**src/design/nvmsda_map.vh**
```
// Register offsets, field positions, codes and reset values of the status, data and address block.
`ifndef NVMSDA_MAP_VH
`define NVMSDA_MAP_VH
`define NVMSDA_OFF_STATUS     8'h02
`define NVMSDA_OFF_IRQ_EN     8'h03
`define NVMSDA_OFF_IRQ_FLAGS  8'h04
`define NVMSDA_OFF_DATA       8'h06
`define NVMSDA_OFF_ADDR       8'h08
`define NVMSDA_OFF_CMD        8'h0C
`define NVMSDA_OFF_EVENT      8'h0D
`define NVMSDA_IDX_W          8
`define NVMSDA_ERR_LSB        4
`define NVMSDA_ERR_MSB        6
`define NVMSDA_EEPROM_BUSY_BIT_BIT     1
`define NVMSDA_FLASH_BUSY_BIT_BIT      0
`define NVMSDA_EERDY_BIT      0
`define NVMSDA_ERR_NONE       3'h0
`define NVMSDA_ERR_INVALID    3'h1
`define NVMSDA_ERR_PROTECT    3'h2
`define NVMSDA_ERR_OVERLAP    3'h3
`define NVMSDA_RST_BYTE       8'h00
`define NVMSDA_RST_DATA       16'h0000
`define NVMSDA_RST_ADDR       24'h000000
`define NVMSDA_RST_IRQ_EN     1'b0
`define NVMSDA_RST_FLAG       1'b0
`endif

```
**src/design/nvmsda_err.v**
```verilog
// Error code holder that loads the latest programming error and clears on a software write of zero.
`timescale 1ns/1ps
`include "nvmsda_map.vh"
module nvmsda_err (
   input  wire       hclk,
   input  wire       hresetn,
   input  wire       err_invalid,
   input  wire       err_protect,
   input  wire       err_overlap,
   input  wire       sw_wr,
   input  wire [2:0] sw_val,
   output reg  [2:0] err_q
);
   reg [2:0] err_d;
   // Hardware errors win over a clear in the same cycle so no event is lost.
   always @* begin
      err_d = err_q;
      if (sw_wr && (sw_val == `NVMSDA_ERR_NONE)) begin
         err_d = `NVMSDA_ERR_NONE;
      end
      if (err_overlap) begin
         err_d = `NVMSDA_ERR_OVERLAP;
      end else if (err_protect) begin
         err_d = `NVMSDA_ERR_PROTECT;
      end else if (err_invalid) begin
         err_d = `NVMSDA_ERR_INVALID;
      end
   end
   always @(posedge hclk or negedge hresetn) begin
      if (!hresetn) begin
         err_q <= `NVMSDA_ERR_NONE;
      end else begin
         err_q <= err_d;
      end
   end
endmodule

```
**src/design/nvmsda_top.v**
```verilog
// AHB-Lite register block for status, interrupt, data and address of the nonvolatile controller.
// Overview of operation
// - Error field bits 6:4 holds last error
// - Writing zero clears the error field
// - Unsupported command loads code one
// - Protected section write loads code two
// - Command overlap loads code three
// - EEPROM busy bit 1 reads ongoing op
// - Flash busy bit 0 reads ongoing op
// - Enabled interrupt is level while flag set
// - Ready flag set whenever EEPROM idle
// - Writing one clears flag, zero ignored
// - Data register 16 bits, low/high bytes
// - Data holds most recent read value
// - EEPROM reads use only low byte
// - Address is 24 bits, three bytes
// - Extended address byte at base plus two
//
// Implementation choice: the AHB-Lite interface to the registers.
`timescale 1ns/1ps
`include "nvmsda_map.vh"
module nvmsda_top (
   input  wire        hclk,
   input  wire        hresetn,
   input  wire        hsel,
   input  wire [31:0] haddr,
   input  wire [1:0]  htrans,
   input  wire        hwrite,
   input  wire [2:0]  hsize,
   input  wire [2:0]  hburst,
   input  wire [3:0]  hprot,
   input  wire        hmastlock,
   input  wire        hready,
   input  wire [31:0] hwdata,
   output wire        hreadyout,
   output wire        hresp,
   output reg  [31:0] hrdata,
   input  wire        flash_busy,
   input  wire        eeprom_busy,
   input  wire        rd_valid,
   input  wire [1:0]  rd_source,
   input  wire [15:0] rd_value,
   input  wire        cmd_unsupported,
   input  wire        cmd_protected,
   input  wire        cmd_overlap,
   output wire        eeprom_ready_irq,
   output wire [23:0] target_address,
   output wire [15:0] write_data
);
   // Register index is the printed offset; byte address is four times it.
   function [`NVMSDA_IDX_W-1:0] reg_index;
      input [31:0] a;
      begin
         reg_index = a[`NVMSDA_IDX_W+1:2];
      end
   endfunction

   localparam [1:0] SRC_EEPROM = 2'h1;

   // Busy pins from the memory side cross into hclk through two flip-flops.
   reg  [1:0]  sync_fb_q;
   reg  [1:0]  sync_eb_q;
   wire        flash_busy_bit_s = sync_fb_q[1];
   wire        eeprom_busy_bit_s = sync_eb_q[1];
   always @(posedge hclk or negedge hresetn) begin
      if (!hresetn) begin
         sync_fb_q <= 2'b00;
         sync_eb_q <= 2'b00;
      end else begin
         sync_fb_q <= {sync_fb_q[0], flash_busy};
         sync_eb_q <= {sync_eb_q[0], eeprom_busy};
      end
   end

   // Address phase capture.
   reg         wr_pend_q;
   reg  [7:0]  wr_idx_q;
   reg  [3:0]  wr_be_q;
   wire        xfer = hsel && hready && htrans[1];
   wire [3:0]  be_now = (hsize == 3'h0) ? (4'h1 << haddr[1:0]) :
                        (hsize == 3'h1) ? (haddr[1] ? 4'hC : 4'h3) : 4'hF;
   always @(posedge hclk or negedge hresetn) begin
      if (!hresetn) begin
         wr_pend_q <= 1'b0;
         wr_idx_q  <= 8'h00;
         wr_be_q   <= 4'h0;
      end else begin
         wr_pend_q <= xfer && hwrite;
         if (xfer) begin
            wr_idx_q <= reg_index(haddr);
            wr_be_q  <= be_now;
         end
      end
   end
   // The slave answers with zero wait states and always OKAY.
   assign hreadyout = 1'b1;
   assign hresp     = 1'b0;

   function wr_hit;
      input [7:0] idx;
      input [7:0] off;
      input       pend;
      begin
         wr_hit = pend && (idx == off);
      end
   endfunction

   wire w_status = wr_hit(wr_idx_q, `NVMSDA_OFF_STATUS, wr_pend_q) && wr_be_q[0];
   wire w_irq_en = wr_hit(wr_idx_q, `NVMSDA_OFF_IRQ_EN, wr_pend_q) && wr_be_q[0];
   wire w_flags  = wr_hit(wr_idx_q, `NVMSDA_OFF_IRQ_FLAGS, wr_pend_q) && wr_be_q[0];
   wire w_data   = wr_hit(wr_idx_q, `NVMSDA_OFF_DATA, wr_pend_q);
   wire w_addr   = wr_hit(wr_idx_q, `NVMSDA_OFF_ADDR, wr_pend_q);

   // Error field.
   wire [2:0] err_code;
   nvmsda_err u_err (
      .hclk        (hclk),
      .hresetn     (hresetn),
      .err_invalid (cmd_unsupported),
      .err_protect (cmd_protected),
      .err_overlap (cmd_overlap),
      .sw_wr       (w_status),
      .sw_val      (hwdata[`NVMSDA_ERR_MSB:`NVMSDA_ERR_LSB]),
      .err_q       (err_code)
   );

   // Interrupt enable and ready flag.
   reg  irq_en_q;
   reg  eerdy_q;
   reg  eerdy_d;
   always @* begin
      eerdy_d = eerdy_q;
      if (w_flags && hwdata[`NVMSDA_EERDY_BIT]) begin
         eerdy_d = 1'b0;
      end
      // Setting while idle wins over a clear in the same cycle.
      if (!eeprom_busy_bit_s) begin
         eerdy_d = 1'b1;
      end
   end
   always @(posedge hclk or negedge hresetn) begin
      if (!hresetn) begin
         irq_en_q <= `NVMSDA_RST_IRQ_EN;
         eerdy_q  <= `NVMSDA_RST_FLAG;
      end else begin
         eerdy_q <= eerdy_d;
         if (w_irq_en) begin
            irq_en_q <= hwdata[`NVMSDA_EERDY_BIT];
         end
      end
   end
   // Level request; software must launch before enabling and disable in the handler.
   assign eeprom_ready_irq = irq_en_q && eerdy_q;

   // Data register, byte lanes 0 and 1 for low and high.
   reg  [15:0] data_q;
   genvar g;
   generate
      for (g = 0; g < 2; g = g + 1) begin : g_data
         always @(posedge hclk or negedge hresetn) begin
            if (!hresetn) begin
               data_q[g*8+7:g*8] <= `NVMSDA_RST_BYTE;
            end else if (rd_valid && !(g == 1 && rd_source == SRC_EEPROM)) begin
               data_q[g*8+7:g*8] <= rd_value[g*8+7:g*8];
            end else if (w_data && wr_be_q[g]) begin
               data_q[g*8+7:g*8] <= hwdata[g*8+7:g*8];
            end
         end
      end
   endgenerate
   assign write_data = data_q;

   // Address register, lanes 0..2 for low, high and extended.
   reg  [23:0] addr_q;
   generate
      for (g = 0; g < 3; g = g + 1) begin : g_addr
         always @(posedge hclk or negedge hresetn) begin
            if (!hresetn) begin
               addr_q[g*8+7:g*8] <= `NVMSDA_RST_BYTE;
            end else if (w_addr && wr_be_q[g]) begin
               addr_q[g*8+7:g*8] <= hwdata[g*8+7:g*8];
            end
         end
      end
   endgenerate
   assign target_address = addr_q;

   // Read data registered during the address phase so it stands in the data phase.
   reg [31:0] rd_d;
   always @* begin
      rd_d = 32'h00000000;
      case (reg_index(haddr))
         `NVMSDA_OFF_STATUS: begin
            rd_d[`NVMSDA_ERR_MSB:`NVMSDA_ERR_LSB] = err_code;
            rd_d[`NVMSDA_EEPROM_BUSY_BIT_BIT] = eeprom_busy_bit_s;
            rd_d[`NVMSDA_FLASH_BUSY_BIT_BIT]  = flash_busy_bit_s;
         end
         `NVMSDA_OFF_IRQ_EN: begin
            rd_d[`NVMSDA_EERDY_BIT] = irq_en_q;
         end
         `NVMSDA_OFF_IRQ_FLAGS: begin
            rd_d[`NVMSDA_EERDY_BIT] = eerdy_q;
         end
         `NVMSDA_OFF_DATA: begin
            rd_d[15:0] = data_q;
         end
         `NVMSDA_OFF_ADDR: begin
            rd_d[23:0] = addr_q;
         end
         default: begin
            rd_d = 32'h00000000;
         end
      endcase
   end
   always @(posedge hclk or negedge hresetn) begin
      if (!hresetn) begin
         hrdata <= 32'h00000000;
      end else if (xfer && !hwrite) begin
         hrdata <= rd_d;
      end
   end
endmodule

```
**config.mk**
```make
export PLATFORM = sky130hd
export DESIGN_NAME = nvmsda_top
export DESIGN_NICKNAME = d
export VERILOG_FILES = /design/src/design/nvmsda_err.v /design/src/design/nvmsda_top.v
export VERILOG_INCLUDE_DIRS = /design/src /design/src/design
export SDC_FILE = /design/constraint.sdc
export NUM_CORES = 1
export LEC_CHECK = 0
export ABC_CLOCK_PERIOD_IN_PS = 2100
export BUFFER_PORTS_ARGS = -buffer_cell sky130_fd_sc_hd__buf_2
export CORE_ASPECT_RATIO = 0.5
export CORE_MARGIN = 4
export CORE_UTILIZATION = 43
export CTS_BUF_LIST = sky130_fd_sc_hd__clkbuf_4
export CTS_CLUSTER_SIZE = 8
export DETAILED_ROUTE_END_ITERATION = 8
export PLACE_DENSITY = 0.88
export RECOVER_POWER = 50
export SYNTH_ARGS = -nofsm -noshare
export SYNTH_HDL_FRONTEND = slang
export SYNTH_SLANG_ARGS = --single-unit
```
**constraint.sdc**
```tcl
create_clock -name hclk -period 2.1 [get_ports hclk]
set_input_delay 0.315 -clock hclk [delete_from_list [all_inputs] [get_ports hclk]]
set_output_delay 0.315 -clock hclk [all_outputs]
set_load 0.05 [all_outputs]
```
Yosys cells after proc, flatten, opt, wreduce, memory -nomap -nowiden
Index checks and enable logic that the tools add are counted.
{"block": "classes", "n_eq_ne": 13, "muxes": 19, "reduce_logical": 28, "n_shift": 1}
{"cell": "two-way mux 8 bit", "count": 5}
{"cell": "== test 8 x 2 -> 1 bit (second input constant)", "count": 4}
{"cell": "== test 8 x 3 -> 1 bit (second input constant)", "count": 4}
{"cell": "logical AND 1 bit", "count": 21}
{"cell": "two-way mux 3 bit", "count": 7}
{"cell": "case mux 9 bit (2 select lines)", "count": 1}
{"cell": "== test 8 x 4 -> 1 bit (second input constant)", "count": 2}
{"cell": "case mux 3 bit (3 select lines)", "count": 1}
{"cell": "logical NOT 3 bit", "count": 2}
{"cell": "case mux 1 bit (5 select lines)", "count": 1}
{"cell": "case mux 2 bit (2 select lines)", "count": 1}
{"cell": "nonzero test 2 bit", "count": 2}
{"cell": "nonzero test 4 bit", "count": 1}
{"cell": "== test 3 x 1 -> 1 bit (second input constant)", "count": 1}
{"cell": "case mux 1 bit (3 select lines)", "count": 1}
{"cell": "left shift 1 x 2 -> 3 bit (first input constant)", "count": 1}
{"cell": "== test 2 x 1 -> 1 bit (second input constant)", "count": 1}
{"cell": "logical NOT 1 bit", "count": 2}
{"cell": "two-way mux 1 bit", "count": 2}
{"cell": "inequality test 2 x 1 -> 1 bit (second input constant)", "count": 1}
{"block": "word_totals", "inputBits": 106, "out_inout_bits": 75, "regBits": 85}

Logic depth before layout (Yosys ltp)
Gate-level depths: netlist of run 1.
{"block": "logic_depth", "depth_word": 8, "mapped_depth": 6, "ltp_nobuf": 4}

Cells and area by module
A second synthesis of run 1 with hierarchy kept.
{"block": "unflattened", "hier_cells": 293, "area_unflattened_um2": 3742.3}
{"module": "nvmsda_top", "cells_per_inst": 283, "area_each_um2": 3636.0, "instances": 1, "seq_area_each_um2": 2052.0}
{"module": "nvmsda_err", "cells_per_inst": 10, "area_each_um2": 106.4, "instances": 1, "seq_area_each_um2": 50.0}

Worst setup path after synthesis of run 1
No wires, ideal clock.
{"block": "synth_path", "path_kind": "register to register", "start": "register wr_idx_q[5]", "end": "register addr_q[18] (netlist: target_address[18])", "slack_ns": 0.125, "t_required_ns": 1.975, "n_path_buf": 1, "path_stages_with_launch": 6, "setup_ns": 0.125, "arrival_ns": 1.850, "path_cell_list": "dfrtp_1 or4_1 clkbuf_2 nor4_4 nand2_2 mux2_4"}
{"block": "synth_via", "elab_chain_len": 3}
{"element": "start: declaration", "line": "nvmsda_top.v:77", "source": "reg [7:0] wr_idx_q;"}
{"element": "start signal: assignment", "line": "nvmsda_top.v:90", "source": "wr_idx_q <= reg_index(haddr);"}
{"element": "== test 8 x 4 -> 1 bit", "line": "nvmsda_top.v:104", "source": "wr_hit = pend && (idx == off);"}
{"element": "logical AND 1 bit", "line": "nvmsda_top.v:104"}
{"element": "logical AND 1 bit", "line": "nvmsda_top.v:180", "source": "end else if (w_addr && wr_be_q[g]) begin"}
{"element": "end signal: indexed assignment", "line": "nvmsda_top.v:179", "source": "addr_q[g*8+7:g*8] <= `NVMSDA_RST_BYTE;"}
{"element": "end signal: indexed assignment", "line": "nvmsda_top.v:181", "source": "addr_q[g*8+7:g*8] <= hwdata[g*8+7:g*8];"}
{"element": "end: declaration", "line": "nvmsda_top.v:174", "source": "reg [23:0] addr_q;"}
Every way passes these cells.
A chain may end at the register's enable or synchronous reset.

Worst setup path in the final report of run 1
{"block": "layout_path", "start": "register wr_idx_q[5]", "end": "register addr_q[14] (netlist: target_address[14])"}
The elaborated chain is that of the path after synthesis.

==> results.sh, run 1 <==
export IMPL_cts_htree_levels=3
export IMPL_numPortBuffers=131
export IMPL_critPathArrivalTime_ns=2.34
export IMPL_dieWidth_um=139.4
export IMPL_power_mw=3.516
export IMPL_fin_util_pct=57.50
export IMPL_final_nets=559
export IMPL_ys_seq_area_share_pct=56.64
export IMPL_peakVddDrop_mv=0.3237
export IMPL_rsz0062_at_grt="false"
export IMPL_drt_iter0_drc=135
export IMPL_clk_pin_slew_ns=0.13
export IMPL_slew_viol_final=0
export IMPL_yosys_warnings=0
export IMPL_dieArea_um2=10270
export IMPL_multi_input_area_um2=1474
export IMPL_synth_cell_types=42
export IMPL_via_per_inst=5.149
export IMPL_holdPathEnd="write_data[7]$_DFFE_PN0P_"
export IMPL_path_max_fanout=8
export IMPL_fin_crit_ns=1.983
export IMPL_async_flop_share_pct=100.0
export IMPL_startpoint_type="flip-flop"
export IMPL_skew_ns=0.01477
export IMPL_hold_viol=0
export IMPL_cts_root_buf="clkbuf_4"
export IMPL_power_density_nw_per_um2=745.6
export IMPL_drive_above_1_share_pct=43.23
export IMPL_first_pass_iters=5
export IMPL_critPathMaxStageDelay_ns=0.55
export IMPL_insertion_delay_ns=0.46
export IMPL_cts_path_max_buffers=2
export IMPL_synth_edf_count=0
export IMPL_hp_class="input pin to flip-flop"
export IMPL_synth_area_um2=3711
export IMPL_rows=23
export IMPL_setup_tns_final_ns=0
export IMPL_finalInstanceArea_um2=4716
export IMPL_min_path_cells=3
export IMPL_drc=0
export IMPL_setup_violations=0
export IMPL_initial_core_util_pct=45.25
export IMPL_fmax_mhz=504.2
export IMPL_dp_final_hpwl_mm=7.411
export IMPL_timing_final_crit_share_pct=94.44
export IMPL_routedWlPerCell_um=17.26
export IMPL_mostFrequentLayoutCell="buf_2"
export IMPL_ff2ff_path_depth=4
export IMPL_die_h_um=73.69
export IMPL_rrSetupSlack_ns=0.12
export IMPL_cp_required_ns=2.46
export IMPL_ys_ff_latch=84
export IMPL_diodes=0
export IMPL_min_delay_start="rd_value[7]"
export IMPL_max_slew_worst_pin_slew_ns=1.122
export IMPL_antenna_left=0
export IMPL_crit_type="flip-flop to flip-flop"
export IMPL_leakage_nw=2.293
export IMPL_grtUsageTotal_pct=19.89
export IMPL_grt_overflow=0
export IMPL_regArea_um2=2102
export IMPL_cts_buffers=9
export IMPL_run_status="completed"
export IMPL_r2r_start="wr_idx_q[5]$_DFFE_PN0P_"
export IMPL_final_fill_count=680
export IMPL_syn_area_per_cell_um2=12.17
export IMPL_cts_tree="built"
export IMPL_vias=2935
export IMPL_crit_slowest_cell="or4_4"
export IMPL_dp_cells=551
export IMPL_synth_top_area_share_pct=56.64
export IMPL_final_cell_mix="130 x buf_2, 84 x dfrtp_1, 29 x mux2_2, 23 x nand2_1, 20 x o21ai_0"
export IMPL_slew_headroom_pct=24.72
export IMPL_cts_sinks=84
export IMPL_critPathCaptureType="flip-flop"
export IMPL_grt_max_degree=44
export IMPL_routabilityCongestion=0.8382
export IMPL_dpl_instance_area_um2=4573
export IMPL_instances_no_fill=570
export IMPL_antenna_found_initial=0
export IMPL_detail_route_wirelength_mm=9.836
export IMPL_coreArea_um2=8202
export IMPL_grt_pass1_vias=3042
export IMPL_synth_cells=305
export IMPL_drv_cap=0
export IMPL_r2r_end="target_address[14]$_DFFE_PN0P_"
export IMPL_syn2layout_area_growth_pct=27.07
export IMPL_yosys_area_top_type="dfrtp_1"
export IMPL_grt_pass1_wl_mm=15.70
export IMPL_crit_chain="or4_4 -> nor4_4 -> nand2_2 -> mux2_2"
export IMPL_ios=181
export IMPL_synthFlopType="dfrtp_1"
export IMPL_synthTopCellsByArea="dfrtp_1 57%, mux2_2 9.1%, mux2i_1 4.6%"
## registers in the layout, summed over array words and instances (netlist names)
| name | flops |
|---|---|
| u_err.err_q | 2 |
| irq_en_q | 1 |
| target_address | 24 |
| wr_idx_q | 8 |
| write_data | 16 |
| hrdata | 24 |
| wr_be_q | 3 |
| sync_eb_q | 2 |
| eerdy_q | 1 |
| wr_pend_q | 1 |
| sync_fb_q | 2 |
## synth_stat cells (all sizes together) (6+ instances only)
master / n
mux2: 32
a221o: 6
nor2: 13
inv: 7
a22o: 12
a21oi: 9
clkbuf: 7
dfrtp: 84
mux2i: 17
o21ai: 21
a22oi: 10
nand2: 26
and2: 7
buf: 14
## metrics by stage
step                hold WS (ns)  setup slack (ns)
detailed placement        0.3381           0.06847
finish                   0.05753            0.1168
floorplan                0.01941            0.1245
CTS                      0.03736           0.05348
global placement          0.3343           0.08846
global route             0.03689           0.04539
## cell families (layout without fill, tap and decap cells)
kind of cell,Yosys count,after routing,synth area share (%)
flops,84,84,56.64
buf+inv,28,173,4.046
other cells,2,10,0.2024
mux,49,49,14.50
compound gates,67,67,12.51
simple gates,75,75,12.10
## what timing repair did
action	in CTS	in global routing
endpoints found under the hold margin	42	0
endpoints found under the setup margin	0	9
gates resized for setup	0	1
hold buffers	3	0
setup buffers	0	0
## power by group
part	switching, mW	total, mW	internal [mW]
Sequential	0.0913	1.81	1.72
Clock	0.555	1.08	0.524
Combinational	0.437	0.625	0.188
Total	1.08	3.52	2.43
## layer usage
metal  global-route usage [%]  vias to the layer above  wire length [µm]
li1                         -                     1395                 -
met1                    23.74                     1434              3981
met2                    34.97                       90              5156
met3                    4.616                       16               509
met4                    9.219                        0               189
met5                        0                        -                 0
## how the worst max path moves through the flow
stage	depth (start not counted)	slack (ns)	to	startpoint
after global routing	4	0.05	target_address[19]$_DFFE_PN0P_	wr_idx_q[4]$_DFFE_PN0P_
after floorplan	5	0.12	target_address[18]$_DFFE_PN0P_	wr_idx_q[5]$_DFFE_PN0P_
final	4	0.12	target_address[14]$_DFFE_PN0P_	wr_idx_q[5]$_DFFE_PN0P_
after detailed placement	4	0.07	target_address[19]$_DFFE_PN0P_	wr_idx_q[5]$_DFFE_PN0P_
after CTS	4	0.05	target_address[19]$_DFFE_PN0P_	wr_idx_q[5]$_DFFE_PN0P_
after global placement	4	0.09	target_address[18]$_DFFE_PN0P_	wr_idx_q[5]$_DFFE_PN0P_
## critical path: cells and delay by family (launching register included)
family,cells,cell delay (ns)
flops,1,0.39
mux,1,0.34
simple gates,3,1.15
## area by class of cell
class,instances,share of cell area [%]
clock buffers,12,1.910
clock inverters,4,1.565
inverters,7,0.5572
multi-input cells,201,31.25
flip-flops and latches,84,44.57
well taps,112,2.972
repair buffers,150,17.17
No activity file was read; power rests on OpenSTA's default activity.
==> run 2, diff against run 1 <==
==> constraint.sdc (replaced) <==
create_clock -name hclk -period 2.1 [get_ports hclk]
set_input_delay 0.315 -clock hclk [delete_from_list [all_inputs] [get_ports hclk]]
set_output_delay 0.315 -clock hclk [all_outputs]
set_load 0.005 [all_outputs]
==> results.sh, run 2 (same netlist as run 1, synthesis figures left out) <==
export IMPL_leakage_nw=2.271
export IMPL_cts_root_buf="clkbuf_4"
export IMPL_crit_slowest_cell="or4_4"
export IMPL_drive_above_1_share_pct=42.14
export IMPL_dieWidth_um=139.4
export IMPL_vias=2968
export IMPL_instances_no_fill=570
export IMPL_max_slew_worst_pin_slew_ns=1.121
export IMPL_diodes=0
export IMPL_via_per_inst=5.207
export IMPL_final_cell_mix="125 x buf_2, 84 x dfrtp_1, 29 x mux2_2, 23 x nand2_1, 20 x o21ai_0"
export IMPL_initial_core_util_pct=45.25
export IMPL_dp_cells=551
export IMPL_grt_pass1_wl_mm=15.70
export IMPL_syn2layout_area_growth_pct=26.91
export IMPL_crit_chain="or4_4 -> nor4_4 -> nand2_2 -> mux2_2"
export IMPL_critPathMaxStageDelay_ns=0.55
export IMPL_detail_route_wirelength_mm=9.864
export IMPL_antenna_found_initial=0
export IMPL_critPathCaptureType="flip-flop"
export IMPL_crit_start="wr_idx_q[5]$_DFFE_PN0P_"
export IMPL_setup_violations=0
export IMPL_coreArea_um2=8202
export IMPL_grt_max_degree=44
export IMPL_path_max_fanout=8
export IMPL_final_nets=559
export IMPL_combPwrFrac_pct=11.7
export IMPL_setup_tns_final_ns=0
export IMPL_min_delay_start="rd_value[7]"
export IMPL_p_sw_mw=0.8377
export IMPL_finalInstanceArea_um2=4710
export IMPL_intPower_mw=2.430
export IMPL_fmax_mhz=503.9
export IMPL_dp_final_hpwl_mm=7.411
export IMPL_dpl_instance_area_um2=4573
export IMPL_peakVddDrop_mv=0.2814
export IMPL_skew_ns=0.01553
export IMPL_cts_htree_levels=3
export IMPL_critPathArrivalTime_ns=2.34
export IMPL_routabilityCongestion=0.8382
export IMPL_cts_sinks=84
export IMPL_antenna_left=0
export IMPL_startpoint_type="flip-flop"
export IMPL_timing_final_crit_share_pct=94.50
export IMPL_clockPowerShare_pct=32.9
export IMPL_routedWlPerCell_um=17.31
export IMPL_sw_frac_of_total_pct=25.63
export IMPL_slew_headroom_pct=24.78
export IMPL_cts_path_max_buffers=2
export IMPL_path_buf_inv=0
export IMPL_hp_class="input pin to flip-flop"
export IMPL_crit_type="flip-flop to flip-flop"
export IMPL_rsz0062_at_grt="false"
export IMPL_run_status="completed"
export IMPL_grt_overflow=0
export IMPL_cp_required_ns=2.45
export IMPL_die_h_um=73.69
export IMPL_grtUsageTotal_pct=19.89
export IMPL_ios=181
export IMPL_seqPwrFrac_pct=55.4
export IMPL_drc=0
export IMPL_slew_viol_final=0
export IMPL_fin_crit_ns=1.984
export IMPL_clk_pin_slew_ns=0.13
export IMPL_power_mw=3.268
export IMPL_drt_iter0_drc=149
export IMPL_mostFrequentLayoutCell="buf_2"
export IMPL_insertion_delay_ns=0.46
export IMPL_cts_tree="built"
export IMPL_rows=23
export IMPL_grt_pass1_vias=3042
export IMPL_r2r_start="wr_idx_q[5]$_DFFE_PN0P_"
export IMPL_drv_cap=0
export IMPL_cts_buffers=9
export IMPL_crit_family="simple AND/OR/NAND/NOR gates"
export IMPL_power_density_nw_per_um2=693.9
export IMPL_hold_viol=0
export IMPL_numPortBuffers=131
export IMPL_dieArea_um2=10270
export IMPL_first_pass_iters=4
export IMPL_whs_ns=0.06032
==> run 2: cell types whose count changed in the layout (fill, tap and decap cells not counted) <==
cell,previous run,this run
clkbuf_1,5,10
buf_2,130,125
==> run 2: power by group through the flow <==
stage / clock [mW] / combinational [mW] / sequential [mW]
after CTS: 1.11 / 0.394 / 1.81
after detailed placement: 0 / 0.389 / 1.84
after global routing: 1.18 / 0.426 / 1.83
after global placement: 0 / 0.373 / 1.83
after floorplan: 0 / 0.184 / 1.83
final: 1.07 / 0.381 / 1.81
==> run 2: layout make-up <==
| class | count | area, µm² |
|---|---|---|
| timing repair buffer | 150 | 803.3 |
| tap | 112 | 140.1 |
| fill | 684 | 3492 |
| inverter | 7 | 26.28 |
| clock inverter | 4 | 73.82 |
| clock buffer | 12 | 90.09 |
| multi-input combinational | 201 | 1474 |
| sequential | 84 | 2102 |
==> run 2: repair_timing <==
action / in CTS / in global routing
gates resized for setup: 0 / 1
buffers inserted: 0 / 0
endpoints found under the hold margin: 42 / 0
hold buffers: 3 / 0
setup endpoints to repair: 0 / 9
==> run 2: through the flow <==
stage                     setup WS (ns)  util, %
after floorplan                  0.1245        -
after global placement          0.08846    55.76
after detailed placement        0.06847    55.76
after CTS                       0.05348    58.12
after global routing            0.04539    57.42
final                            0.1156    57.42
==> run 2: worst paths after layout <==
path / to / cells past startpoint / slack, ns
max in group asynchronous: wr_idx_q[6]$_DFFE_PN0P_ / 3 / 0.42
min in group asynchronous: hrdata[7]$_DFFE_PN0P_ / 2 / 0.57
max: target_address[14]$_DFFE_PN0P_ / 4 / 0.12
max reg2reg: target_address[14]$_DFFE_PN0P_ / 4 / 0.12
min reg2reg: sync_fb_q[1]$_DFF_PN0_ / 0 / 0.36
min: write_data[7]$_DFFE_PN0P_ / 3 / 0.06
==> run 2: worst min-delay path, stage by stage <==
cell and delay [ns]:
buf_2 0.08, nand2_1 0.04, o21ai_0 0.06
==> run 2: layer usage <==
metal | share of wire (%) | vias up | GRT usage [%]
met2 | 52 | 111 | 34.97
met4 | 1.7 | 0 | 9.219
li1 | - | 1391 | -
met1 | 41 | 1451 | 23.74
met5 | 0 | - | 0
met3 | 5.4 | 15 | 4.616
==> run 3, diff against run 2 <==
PLACE_DENSITY = 0.87   (was 0.88)
RECOVER_POWER = unset   (was 50)
==> results.sh, run 3 (same netlist as run 1, synthesis figures left out) <==
export IMPL_run_status="completed"
export IMPL_grtUsageTotal_pct=19.11
export IMPL_crit_slowest_cell="or4_4"
export IMPL_die_h_um=73.69
export IMPL_grt_pass1_vias=3039
export IMPL_cts_tree="built"
export IMPL_dp_final_hpwl_mm=7.210
export IMPL_skew_ns=0.01290
export IMPL_routabilityCongestion=0.8348
export IMPL_grt_max_degree=41
export IMPL_crit_chain="or4_4 -> nor4_4 -> nand2_2 -> mux2_2"
export IMPL_grt_overflow=0
export IMPL_initial_core_util_pct=45.25
export IMPL_cts_setup_buffers=0
export IMPL_place_ws_ns=0.05487
export IMPL_vias=2926
export IMPL_fin_crit_ns=1.996
export IMPL_setup_violations=0
export IMPL_slew_viol_final=0
export IMPL_leakage_nw=2.318
export IMPL_peakVddDrop_mv=0.3220
export IMPL_timing_final_crit_share_pct=95.03
export IMPL_dieArea_um2=10270
export IMPL_startpoint_type="flip-flop"
export IMPL_critPathMaxStageDelay_ns=0.56
export IMPL_fin_ws_ns=0.1044
export IMPL_critPathArrivalTime_ns=2.30
export IMPL_max_slew_worst_pin_slew_ns=1.153
export IMPL_cp_required_ns=2.41
export IMPL_rsz0062_at_grt="false"
export IMPL_grt_pass1_wl_mm=15.28
export IMPL_cts_buffers=9
export IMPL_drv_cap=0
export IMPL_detail_route_wirelength_mm=9.547
export IMPL_first_pass_iters=4
export IMPL_power_density_nw_per_um2=676.0
export IMPL_via_per_inst=5.142
export IMPL_clk_pin_slew_ns=0.12
export IMPL_path_max_fanout=8
export IMPL_drive_above_1_share_pct=44.86
export IMPL_coreArea_um2=8202
export IMPL_slew_headroom_pct=22.60
export IMPL_hold_viol=0
export IMPL_dp_cells=551
export IMPL_crit_type="flip-flop to flip-flop"
export IMPL_cts_path_max_buffers=2
export IMPL_routedWlPerCell_um=16.78
export IMPL_numPortBuffers=131
export IMPL_rows=23
export IMPL_cts_root_buf="clkbuf_4"
export IMPL_antenna_found_initial=0
export IMPL_dieWidth_um=139.4
export IMPL_instances_no_fill=569
export IMPL_final_nets=559
export IMPL_drt_iter0_drc=156
export IMPL_hp_class="input pin to flip-flop"
export IMPL_final_cell_mix="130 x buf_2, 84 x dfrtp_1, 30 x mux2_2, 23 x nand2_1, 20 x o21ai_0"
export IMPL_fin_util_pct=58.09
export IMPL_setup_tns_final_ns=0
export IMPL_power_mw=3.221
export IMPL_cts_sinks=84
export IMPL_diodes=0
export IMPL_cts_htree_levels=3
export IMPL_ios=181
export IMPL_antenna_left=0
export IMPL_fmax_mhz=501.1
export IMPL_critPathCaptureType="flip-flop"
export IMPL_mostFrequentLayoutCell="buf_2"
export IMPL_insertion_delay_ns=0.42
export IMPL_syn2layout_area_growth_pct=28.39
export IMPL_drc=0
==> run 3: cell types whose count changed in the layout (fill, tap and decap cells not counted), sizes merged <==
cell / previous run / this run
clkinvlp: 0 / 1
clkbuf: 24 / 9
clkinv: 2 / 3
buf: 135 / 147
==> run 3: timing repair <==
action,CTS,global route
gates resized for setup,0,1
hold endpoints to repair,38,0
endpoints found under the setup margin,0,15
hold buffers,3,0
==> run 3: final cells by class <==
type	instances	area, µm²
clock buffers	9	67.56
clock inverters	6	90.09
inverters	7	26.28
multi-input cells	201	1493
well taps	112	140.1
repair buffers	150	845.8
flip-flops and latches	84	2102
fillers	671	3437
==> run 3: worst max-delay path: cells and delay by family (launching register included) <==
family,cells,cell delay (ns)
and+or+nand+nor,3,1.16
muxes,1,0.33
DFF,1,0.40
==> run 3: path summary, 6_finish.rpt <==
path / endpoint / depth (start not counted) / slack [ns] / from
max: target_address[13]$_DFFE_PN0P_ / 4 / 0.10 / wr_idx_q[5]$_DFFE_PN0P_
min in group asynchronous: write_data[13]$_DFFE_PN0P_ / 2 / 0.39 / hresetn
min: write_data[4]$_DFFE_PN0P_ / 3 / 0.10 / rd_value[4]
max reg2reg: target_address[13]$_DFFE_PN0P_ / 4 / 0.10 / wr_idx_q[5]$_DFFE_PN0P_
max in group asynchronous: wr_idx_q[1]$_DFFE_PN0P_ / 3 / 1.08 / hresetn
min reg2reg: sync_eb_q[1]$_DFF_PN0_ / 0 / 0.36 / sync_eb_q[0]$_DFF_PN0_
==> run 3: layer usage <==
| layer | share of wire (%) | up-vias | track usage (%) |
|---|---|---|---|
| li1 | - | 1386 | - |
| met1 | 41 | 1435 | 23.04 |
| met2 | 53 | 92 | 34.55 |
| met3 | 4.7 | 13 | 4.746 |
| met4 | 1.5 | 0 | 5.857 |
| met5 | 0 | - | 0 |
==> run 3: stage by stage <==
| stage | cell area (µm²) | hold WS (ns) |
|---|---|---|
| 2_1_floorplan | 3741 | 0.01941 |
| 5_1_grt | 4765 | 0.06154 |
| 3_5_place_dp | 4573 | 0.3190 |
| 3_3_place_gp | 4573 | 0.3100 |
| 6_report | 4765 | 0.1022 |
| 4_1_cts | 4761 | 0.07101 |
==> run 3: power breakdown <==
part,switching [mW],total [mW],internal [mW]
Clock,0.548,1.03,0.478
Combinational,0.194,0.387,0.193
Sequential,0.0869,1.81,1.72
Total,0.829,3.22,2.39
